**src/hw/cpts_pkg.sv**
```systemverilog
`default_nettype none
package cpts_pkg;
   // =====================================================================
   // Sizes
   // =====================================================================
   localparam int NUM_ENTRIES = 8;
   localparam int MAX_DLC = 8;
   localparam int ID_W = 29;
   localparam int PERIOD_W = 16;
   // =====================================================================
   // Timing
   // =====================================================================
   localparam int CLK_PERIOD_NS = 100;
   localparam int TICK_TIME_NS = 1000000;
   localparam int TICK_CYCLES = TICK_TIME_NS / CLK_PERIOD_NS;
   // =====================================================================
   // Register map, byte offsets within the slave
   // =====================================================================
   localparam logic [11:0] CTRL_OFS = 12'h000;
   localparam logic [11:0] STATUS_OFS = 12'h004;
   localparam logic [3:0] ENTRY_PAGE = 4'h1;
   localparam logic [3:0] ID_OFS = 4'h0;
   localparam logic [3:0] CFG_OFS = 4'h4;
   localparam logic [3:0] DATA_LO_OFS = 4'h8;
   localparam logic [3:0] DATA_HI_OFS = 4'hc;
   // =====================================================================
   // Field positions and reset values
   // =====================================================================
   localparam int CTRL_EN_BIT = 0;
   localparam int STATUS_BUSY_BIT = 8;
   localparam int STATUS_SYNC_SEEN_BIT = 9;
   localparam int ID_EXT_BIT = 31;
   localparam int CFG_PERIOD_LSB = 0;
   localparam int CFG_DLC_LSB = 16;
   localparam int CFG_START_LSB = 20;
   localparam int CFG_COUNT_LSB = 24;
   localparam int CFG_INCR_BIT = 28;
   localparam int CFG_SYNC_BIT = 29;
   localparam int CFG_ACTIVE_BIT = 31;
   localparam logic [31:0] CFG_RESET = 32'h0118_01f4;
   localparam logic [31:0] ID_RESET = 32'h0000_0000;
   localparam logic [63:0] DATA_RESET = 64'h0000_0000_0000_0000;
   // =====================================================================
   // Sequencer states
   // =====================================================================
   typedef enum logic {CPTS_IDLE, CPTS_SEND} cpts_state_t;
endpackage : cpts_pkg
`default_nettype wire

```
**src/hw/cpts_tick_if.sv**
```systemverilog
`timescale 1ns/1ps
`default_nettype none
interface cpts_tick_if;
   logic run;
   logic tick;
   modport src (input run, output tick);
   modport dst (output run, input tick);
endinterface : cpts_tick_if
`default_nettype wire

```
**src/hw/cpts_ms_tick.sv**
```systemverilog
`timescale 1ns/1ps
`default_nettype none
module cpts_ms_tick #(
   parameter int TICK_CYCLES = cpts_pkg::TICK_CYCLES
) (
   input wire logic core_clk,
   input wire logic reset_n,
   cpts_tick_if.src tick_port
);
   localparam int CW = $clog2(TICK_CYCLES + 1);
   localparam logic [CW-1:0] LAST = CW'(TICK_CYCLES - 1);

   logic [CW-1:0] div_reg;
   logic tick_reg;

   // Held at zero while stopped, so the first millisecond after a start is a full one.
   always_ff @(posedge core_clk or negedge reset_n) begin
      if (!reset_n) begin
         div_reg <= '0;
      end else if (!tick_port.run || div_reg == LAST) begin
         div_reg <= '0;
      end else begin
         div_reg <= div_reg + 1'b1;
      end
   end

   always_ff @(posedge core_clk or negedge reset_n) begin
      if (!reset_n) begin
         tick_reg <= 1'b0;
      end else begin
         tick_reg <= tick_port.run && div_reg == LAST;
      end
   end

   assign tick_port.tick = tick_reg;
endmodule : cpts_ms_tick
`default_nettype wire

```
**src/hw/cpts_scheduler.sv**
```systemverilog
// The register offsets and the AHB-Lite slave port are this design's own decisions.
`timescale 1ns/1ps
`default_nettype none
module cpts_scheduler #(
   parameter int NUM_ENTRIES = cpts_pkg::NUM_ENTRIES,
   parameter int TICK_CYCLES = cpts_pkg::TICK_CYCLES
) (
   input wire logic core_clk,
   input wire logic reset_n,
   input wire logic hsel,
   input wire logic [31:0] haddr,
   input wire logic [1:0] htrans,
   input wire logic hwrite,
   input wire logic [2:0] hsize,
   input wire logic [31:0] hwdata,
   input wire logic hready,
   output logic hreadyout,
   output logic hresp,
   output logic [31:0] hrdata,
   output logic tx_valid,
   input wire logic tx_ready,
   output logic [cpts_pkg::ID_W-1:0] tx_id,
   output logic tx_ext,
   output logic [3:0] tx_dlc,
   output logic [63:0] tx_data,
   output logic [2:0] tx_entry,
   output logic bus_enabled
);
   localparam int IW = $clog2(NUM_ENTRIES);

   // =====================================================================
   // Storage
   // =====================================================================
   logic enable_reg;
   logic [31:0] id_reg [NUM_ENTRIES];
   logic [31:0] cfg_reg [NUM_ENTRIES];
   logic [63:0] data_reg [NUM_ENTRIES];
   logic [cpts_pkg::PERIOD_W-1:0] count_reg [NUM_ENTRIES];
   logic [NUM_ENTRIES-1:0] due_reg;
   logic sync_seen_reg;
   cpts_pkg::cpts_state_t state_reg;
   logic [IW-1:0] sel_reg;
   logic [cpts_pkg::ID_W-1:0] tx_id_reg;
   logic tx_ext_reg;
   logic [3:0] tx_dlc_reg;
   logic [63:0] tx_data_reg;
   logic wr_pend_reg;
   logic [11:0] wr_addr_reg;
   logic [31:0] hrdata_reg;

   // =====================================================================
   // Decoding and field arithmetic
   // =====================================================================
   function automatic logic entry_hit(input logic [11:0] a);
      return a[11:8] == cpts_pkg::ENTRY_PAGE && int'(a[7:4]) < NUM_ENTRIES;
   endfunction : entry_hit

   function automatic logic [IW-1:0] entry_of(input logic [11:0] a);
      return a[4 +: IW];
   endfunction : entry_of

   // Adds one to the selected byte field with the carry rippling toward higher bytes.
   function automatic logic [63:0] incr_field(input logic [63:0] d, input logic [3:0] start,
                                              input logic [3:0] count);
      logic [63:0] r;
      logic [8:0] s;
      logic c;
      int lo;
      r = d;
      c = 1'b1;
      lo = (start == 4'h0) ? 0 : int'(start) - 1;
      for (int b = 0; b < cpts_pkg::MAX_DLC; b++) begin
         if (b >= lo && b < lo + int'(count)) begin
            s = {1'b0, r[b*8 +: 8]} + {8'h00, c};
            r[b*8 +: 8] = s[7:0];
            c = s[8];
         end
      end
      return r;
   endfunction : incr_field

   function automatic logic [3:0] clamp_dlc(input logic [3:0] d);
      return (int'(d) > cpts_pkg::MAX_DLC) ? 4'(cpts_pkg::MAX_DLC) : d;
   endfunction : clamp_dlc

   function automatic logic [63:0] mask_bytes(input logic [63:0] d, input logic [3:0] dlc);
      logic [63:0] r;
      r = d;
      for (int b = 0; b < cpts_pkg::MAX_DLC; b++) begin
         if (b >= int'(dlc)) begin
            r[b*8 +: 8] = 8'h00;
         end
      end
      return r;
   endfunction : mask_bytes

   // =====================================================================
   // Millisecond tick
   // =====================================================================
   cpts_tick_if tick_bus ();
   assign tick_bus.run = enable_reg;

   cpts_ms_tick #(
      .TICK_CYCLES(TICK_CYCLES)
   ) u_tick (
      .core_clk(core_clk),
      .reset_n(reset_n),
      .tick_port(tick_bus.src)
   );

   // =====================================================================
   // AHB-Lite slave
   // =====================================================================
   logic take;
   logic [11:0] a_ofs;
   logic wr_now;
   logic [IW-1:0] wr_idx;
   logic [3:0] wr_sub;
   logic [31:0] rd_word;
   logic [IW-1:0] rd_idx;
   logic [NUM_ENTRIES-1:0] status_due;

   assign take = hsel && htrans[1] && hready;
   assign a_ofs = haddr[11:0];
   assign wr_now = wr_pend_reg && entry_hit(wr_addr_reg);
   assign wr_idx = entry_of(wr_addr_reg);
   assign wr_sub = wr_addr_reg[3:0];
   assign rd_idx = entry_of(a_ofs);
   assign status_due = due_reg;

   always_comb begin
      rd_word = 32'h0000_0000;
      if (a_ofs == cpts_pkg::CTRL_OFS) begin
         rd_word[cpts_pkg::CTRL_EN_BIT] = enable_reg;
      end else if (a_ofs == cpts_pkg::STATUS_OFS) begin
         rd_word[NUM_ENTRIES-1:0] = status_due;
         rd_word[cpts_pkg::STATUS_BUSY_BIT] = state_reg == cpts_pkg::CPTS_SEND;
         rd_word[cpts_pkg::STATUS_SYNC_SEEN_BIT] = sync_seen_reg;
      end else if (entry_hit(a_ofs)) begin
         unique case (a_ofs[3:0])
            cpts_pkg::ID_OFS: rd_word = id_reg[rd_idx];
            cpts_pkg::CFG_OFS: rd_word = cfg_reg[rd_idx];
            cpts_pkg::DATA_LO_OFS: rd_word = data_reg[rd_idx][31:0];
            cpts_pkg::DATA_HI_OFS: rd_word = data_reg[rd_idx][63:32];
            default: rd_word = 32'h0000_0000;
         endcase
      end
   end

   always_ff @(posedge core_clk or negedge reset_n) begin
      if (!reset_n) begin
         wr_pend_reg <= 1'b0;
         wr_addr_reg <= 12'h000;
      end else begin
         wr_pend_reg <= take && hwrite;
         if (take) begin
            wr_addr_reg <= a_ofs;
         end
      end
   end

   // Read data is captured in the address phase so the data phase never waits.
   always_ff @(posedge core_clk or negedge reset_n) begin
      if (!reset_n) begin
         hrdata_reg <= 32'h0000_0000;
      end else if (take && !hwrite) begin
         hrdata_reg <= rd_word;
      end
   end

   always_ff @(posedge core_clk or negedge reset_n) begin
      if (!reset_n) begin
         enable_reg <= 1'b0;
      end else if (wr_pend_reg && wr_addr_reg == cpts_pkg::CTRL_OFS) begin
         enable_reg <= hwdata[cpts_pkg::CTRL_EN_BIT];
      end
   end

   // Identifiers and configuration are only safe to change while the bus is off; the
   // host keeps to that, so no interlock is spent here.
   always_ff @(posedge core_clk or negedge reset_n) begin
      if (!reset_n) begin
         for (int i = 0; i < NUM_ENTRIES; i++) begin
            id_reg[i] <= cpts_pkg::ID_RESET;
            cfg_reg[i] <= cpts_pkg::CFG_RESET;
         end
      end else if (wr_now && wr_sub == cpts_pkg::ID_OFS) begin
         id_reg[wr_idx] <= hwdata;
      end else if (wr_now && wr_sub == cpts_pkg::CFG_OFS) begin
         cfg_reg[wr_idx] <= hwdata;
      end
   end

   // =====================================================================
   // Per-entry period counters
   // =====================================================================
   logic any_sync;
   logic realign;
   logic [NUM_ENTRIES-1:0] eligible;
   logic [NUM_ENTRIES-1:0] clear_due;
   logic [IW-1:0] pick;
   logic load;

   always_comb begin
      any_sync = 1'b0;
      for (int i = 0; i < NUM_ENTRIES; i++) begin
         any_sync = any_sync | (cfg_reg[i][cpts_pkg::CFG_ACTIVE_BIT] & cfg_reg[i][cpts_pkg::CFG_SYNC_BIT]);
      end
   end

   assign realign = tx_valid && tx_ready && cfg_reg[sel_reg][cpts_pkg::CFG_SYNC_BIT];

   generate
      for (genvar g = 0; g < NUM_ENTRIES; g++) begin : g_entry
         logic active;
         logic is_sync;
         logic expire;
         assign active = cfg_reg[g][cpts_pkg::CFG_ACTIVE_BIT];
         assign is_sync = cfg_reg[g][cpts_pkg::CFG_SYNC_BIT];
         assign expire = tick_bus.tick && active && count_reg[g] <= 16'h0001;
         // Non-sync entries are held back until the sync frame has gone out once.
         assign eligible[g] = due_reg[g] && (is_sync || !any_sync || sync_seen_reg);

         always_ff @(posedge core_clk or negedge reset_n) begin
            if (!reset_n) begin
               count_reg[g] <= '0;
            end else if (!enable_reg) begin
               count_reg[g] <= cfg_reg[g][cpts_pkg::CFG_PERIOD_LSB +: cpts_pkg::PERIOD_W];
            end else if (realign && !is_sync) begin
               count_reg[g] <= cfg_reg[g][cpts_pkg::CFG_PERIOD_LSB +: cpts_pkg::PERIOD_W];
            end else if (expire) begin
               count_reg[g] <= cfg_reg[g][cpts_pkg::CFG_PERIOD_LSB +: cpts_pkg::PERIOD_W];
            end else if (tick_bus.tick && active) begin
               count_reg[g] <= count_reg[g] - 1'b1;
            end
         end

         // A fresh expiry in the cycle the entry is taken wins over the clear.
         always_ff @(posedge core_clk or negedge reset_n) begin
            if (!reset_n) begin
               due_reg[g] <= 1'b0;
            end else if (!enable_reg) begin
               due_reg[g] <= 1'b0;
            end else if (expire && !(realign && !is_sync)) begin
               due_reg[g] <= 1'b1;
            end else if (clear_due[g]) begin
               due_reg[g] <= 1'b0;
            end
         end
      end
   endgenerate

   // =====================================================================
   // Sequencer toward the CAN controller
   // =====================================================================
   always_comb begin
      pick = '0;
      for (int i = NUM_ENTRIES - 1; i >= 0; i--) begin
         if (eligible[i]) begin
            pick = IW'(i);
         end
      end
   end

   assign load = enable_reg && state_reg == cpts_pkg::CPTS_IDLE && |eligible;

   always_comb begin
      clear_due = '0;
      if (load) begin
         clear_due[pick] = 1'b1;
      end
   end

   always_ff @(posedge core_clk or negedge reset_n) begin
      if (!reset_n) begin
         state_reg <= cpts_pkg::CPTS_IDLE;
      end else begin
         unique case (state_reg)
            cpts_pkg::CPTS_IDLE: begin
               if (load) begin
                  state_reg <= cpts_pkg::CPTS_SEND;
               end
            end
            cpts_pkg::CPTS_SEND: begin
               if (tx_ready) begin
                  state_reg <= cpts_pkg::CPTS_IDLE;
               end
            end
         endcase
      end
   end

   always_ff @(posedge core_clk or negedge reset_n) begin
      if (!reset_n) begin
         sync_seen_reg <= 1'b0;
      end else if (!enable_reg) begin
         sync_seen_reg <= 1'b0;
      end else if (realign) begin
         sync_seen_reg <= 1'b1;
      end
   end

   // The host value is written at any time; a manual entry is never touched by the
   // sequencer, so a host update lands on the next period unchanged.
   always_ff @(posedge core_clk or negedge reset_n) begin
      if (!reset_n) begin
         for (int i = 0; i < NUM_ENTRIES; i++) begin
            data_reg[i] <= cpts_pkg::DATA_RESET;
         end
      end else if (wr_now && wr_sub == cpts_pkg::DATA_LO_OFS) begin
         data_reg[wr_idx][31:0] <= hwdata;
      end else if (wr_now && wr_sub == cpts_pkg::DATA_HI_OFS) begin
         data_reg[wr_idx][63:32] <= hwdata;
      end else if (load && cfg_reg[pick][cpts_pkg::CFG_INCR_BIT]) begin
         data_reg[pick] <= incr_field(data_reg[pick], cfg_reg[pick][cpts_pkg::CFG_START_LSB +: 4],
                                      cfg_reg[pick][cpts_pkg::CFG_COUNT_LSB +: 4]);
      end
   end

   always_ff @(posedge core_clk or negedge reset_n) begin
      if (!reset_n) begin
         sel_reg <= '0;
         tx_id_reg <= '0;
         tx_ext_reg <= 1'b0;
         tx_dlc_reg <= 4'h0;
         tx_data_reg <= 64'h0000_0000_0000_0000;
      end else if (load) begin
         sel_reg <= pick;
         tx_id_reg <= id_reg[pick][cpts_pkg::ID_W-1:0];
         tx_ext_reg <= id_reg[pick][cpts_pkg::ID_EXT_BIT];
         tx_dlc_reg <= clamp_dlc(cfg_reg[pick][cpts_pkg::CFG_DLC_LSB +: 4]);
         if (cfg_reg[pick][cpts_pkg::CFG_INCR_BIT]) begin
            tx_data_reg <= mask_bytes(incr_field(data_reg[pick], cfg_reg[pick][cpts_pkg::CFG_START_LSB +: 4],
                                                 cfg_reg[pick][cpts_pkg::CFG_COUNT_LSB +: 4]),
                                      clamp_dlc(cfg_reg[pick][cpts_pkg::CFG_DLC_LSB +: 4]));
         end else begin
            tx_data_reg <= mask_bytes(data_reg[pick], clamp_dlc(cfg_reg[pick][cpts_pkg::CFG_DLC_LSB +: 4]));
         end
      end
   end

   // =====================================================================
   // Outputs
   // =====================================================================
   assign hreadyout = 1'b1;
   assign hresp = 1'b0;
   assign hrdata = hrdata_reg;
   assign tx_valid = state_reg == cpts_pkg::CPTS_SEND;
   assign tx_id = tx_id_reg;
   assign tx_ext = tx_ext_reg;
   assign tx_dlc = tx_dlc_reg;
   assign tx_data = tx_data_reg;
   assign tx_entry = 3'(sel_reg);
   assign bus_enabled = enable_reg;
endmodule : cpts_scheduler
`default_nettype wire

```
**config.mk**
```make
export PLATFORM = sky130hd
export DESIGN_NAME = cpts_scheduler
export DESIGN_NICKNAME = d
export VERILOG_FILES = /design/src/hw/cpts_pkg.sv /design/src/hw/cpts_tick_if.sv /design/src/hw/cpts_ms_tick.sv /design/src/hw/cpts_scheduler.sv
export SDC_FILE = /design/constraint.sdc
export NUM_CORES = 2
export LEC_CHECK = 0
export BUFFER_PORTS_ARGS = -buffer_cell sky130_fd_sc_hd__buf_2
export CORE_ASPECT_RATIO = 2
export CORE_MARGIN = 4
export CORE_UTILIZATION = 30
export CTS_CLUSTER_DIAMETER = 150
export DETAILED_ROUTE_END_ITERATION = 8
export GPL_ROUTABILITY_DRIVEN = 0
export SYNTH_ARGS = -nofsm -noshare
export SYNTH_HDL_FRONTEND = slang
export SYNTH_HIERARCHICAL = 1
export SYNTH_SLANG_ARGS = --single-unit
```
**constraint.sdc**
```tcl
create_clock -name core_clk -period 24.5 [get_ports core_clk]
set_input_delay 2.45 -clock core_clk [delete_from_list [all_inputs] [get_ports core_clk]]
set_output_delay 2.45 -clock core_clk [all_outputs]
set_load 0.05 [all_outputs]
```
==> impl_metrics.csv <==
group,metric,value,unit
run_status,status,"finished with violations",
run_status,violations,"max-capacitance violations, max-slew violations",
run,drv_cap,2,
synth,seq_area_frac_synth,0.459,
clock_network,ctsResizeCount,0,
critical_path,crit_top_cell,"ha_1",
grt,grt_pass1_wl,481,mm
synth,yosysWarningCount,6,
place,dp_hpwl,230,mm
timing,fin_crit,18060,ps
synth,synth_top_area_frac,0.432,
timing,clock.fmax,55.4,MHz
clock_network,post_cts_buffers,0,
power_and_ir_drop,p_leak,0.0339,uW
synth,ys_async_sr_fraction,1.00,
clock_network,cts.sinks,1324,
drt,route.detailed.drc,0,
critical_path,slowest_stage,"nor4_1",
drt,via_per_inst,6.43,
synth,synth.largest_area_cell,"dfrtp_1",
cells_and_area,largest_reg_flops,512,
clock_network,cts_buffers,116,
cells_and_area,layout_common_cells,"dfrtp_1 (1252), o21ai_0 (767), a22oi_1 (561)",
critical_path,worstPathMaxFanout,58,
synth,synth_edf_count,0,
timing,drv_slew,6,
floorplan,die_w,355,um
critical_path,startpoint_type,"flip-flop",
floorplan,dieArea,250000,um2
critical_path,critPathKind,"reg -> reg",
timing,min_period_over_period,0.737,
clock_network,postCtsHoldBufs,0,
critical_path,end_kind,"flip-flop",
grt,grt_pass1_vias,64200,
floorplan,io_pins,212,
power_and_ir_drop,total_power,4670,uW
cells_and_area,area_growth,12.6,%
power_and_ir_drop,ir_drop,0.0000630,V
critical_path,cp.arrival,18670,ps
cells_and_area,n_fill_cell,24100,
grt,grt_antenna_before_repair,36,
synth,synthFlopType,"dfrtp_1",
floorplan,core_area,240000,um2
clock_network,clk_pin_slew,70,ps
place,pre_cts_slack,7390,ps
synth,synth-seq-cells,1324,
drt,ant_nets,0,
synth,syn_area,72500,um2
floorplan,fp-row-count,254,
cells_and_area,layout_commonest_cell,"dfrtp_1",
timing,worst_slew_pin_slew,1590,ps
timing,rsz0062_at_grt,"no",
synth,yosysUniqueCellTypes,93,
critical_path,crit_required,25110,ps
floorplan,start_util,0.302,
drt,num_vias,64800,
timing,skew,53.0,ps
timing,relSlewSlack,-0.0896,
floorplan,die_h,703,um
cells_and_area,nets,6884,
drt,drt_iter0_drc,8305,
grt,grt_max_degree,170,
timing,tns,0,ps
place,portBuffers,185,
clock_network,insertion_delay,800,ps
synth,yosys-top-cells-area,"dfrtp_1 (43%), mux2_2 (8.6%), mux4_2 (8.0%)",
drt,drt_wl_total,342,mm
timing,finalWorstSetupSlack,6440,ps
synth,netlist_instances,6867,
clock_network,clock-root-buffer,"clkbuf_16",
cells_and_area,drive_gt1_frac,0.236,
drt,wire_per_inst,33.9,um
synth,syn_avg_cell_area,10.6,um2
critical_path,cp_slowest_stage_delay,890,ps
drt,drtPass1Iterations,9,
power_and_ir_drop,p_per_area,57.2,nW/um2
timing,hold_viol,0,
clock_network,htreeDepth,3,
clock_network,cts_tree,"done",
timing,setup_viol,0,
grt,grt_util_all_layers,0.266,
hold_path,hp-class,"reg -> reg",
grt,grt-ovfl-total,0,
clock_network,cts_buffer_depth,3,
## metal layers
metal	routed length (um)	GRT usage	part of all wire	vias up
li1	-	-	-	25800
met1	110000	0.278	0.32	32400
met2	156000	0.427	0.46	4701
met3	36000	0.0795	0.11	1857
met4	40400	0.247	0.12	30
met5	218	0	0.00064	-
## critical path: cells and delay by family, from the launching register on
family	cells	cell delay [ps]
xor+xnor	1	550
flops	1	500
mux	3	830
compound gates	17	4710
simple gates	20	5380
buf+inv	8	1440
fa+ha+maj	17	4400
## per-stage QoR
stage / hold slack, ps / cell area [um2] / utilization / std cells
after floorplan: 459 / 72500 / - / 6882
after global placement: 455 / 77500 / 0.323 / 9843
after detailed placement: 466 / 77500 / 0.323 / 9843
after CTS: 487 / 81500 / 0.340 / 10100
after global routing: 504 / 81500 / 0.340 / 10100
final: 480 / 81600 / 0.340 / 10100
## area by class of cell
cell class              instances  area (um2)  area share
inverters                      66         248     0.00304
flip-flops and latches       1324       33200       0.407
repair buffers                401        2700      0.0330
clock inverters                57         790     0.00968
clock buffers                 164        3250      0.0399
diodes                         26        65.1    0.000797
well taps                    3200        4000      0.0491
multi-input cells            4853       37300       0.457
## power by group
part / switching (uW) / internal [uW]
Combinational: 284 / 112
Sequential: 27.4 / 2210
Clock: 931 / 1100
Total: 1240 / 3430
## cells in the mapped netlist, drive strengths merged (56+ instances only)
master  count
nand3     109
buf       105
o21ai     808
dfstp      72
inv        66
clkbuf    534
mux4      258
xnor2      56
o22ai     139
mux2i     203
a21oi     232
o31ai      77
nor2      413
mux2      556
a22oi     563
nor3      139
dfrtp    1252
nand2     531
## worst paths after layout
check | start | to | slack (ps) | depth (start not counted)
hold reg to reg | hrdata[24] | hrdata[24] | 480 | 2
setup / recovery | cfg_reg[31] | data_reg[315] | 6440 | 66
setup reg to reg | cfg_reg[31] | data_reg[315] | 6440 | 66
max in group asynchronous | reset_n | data_reg[311] | 18410 | 5
hold / removal | hrdata[24] | hrdata[24] | 480 | 2
min in group asynchronous | reset_n | count_reg[5] | 1720 | 1
## logic make-up (layout without fill, tap and decap cells)
family	after synthesis	in the layout	share of synthesized area
compound gates	2209	2209	0.197
xor+xnor	92	92	0.0112
fa+ha+maj	47	47	0.00822
buf+inv	705	688	0.0374
flops	1324	1324	0.459
mux	1017	1017	0.195
other cells	2	43	0.000104
simple gates	1471	1471	0.0925
(Power assumes the default switching activity.)
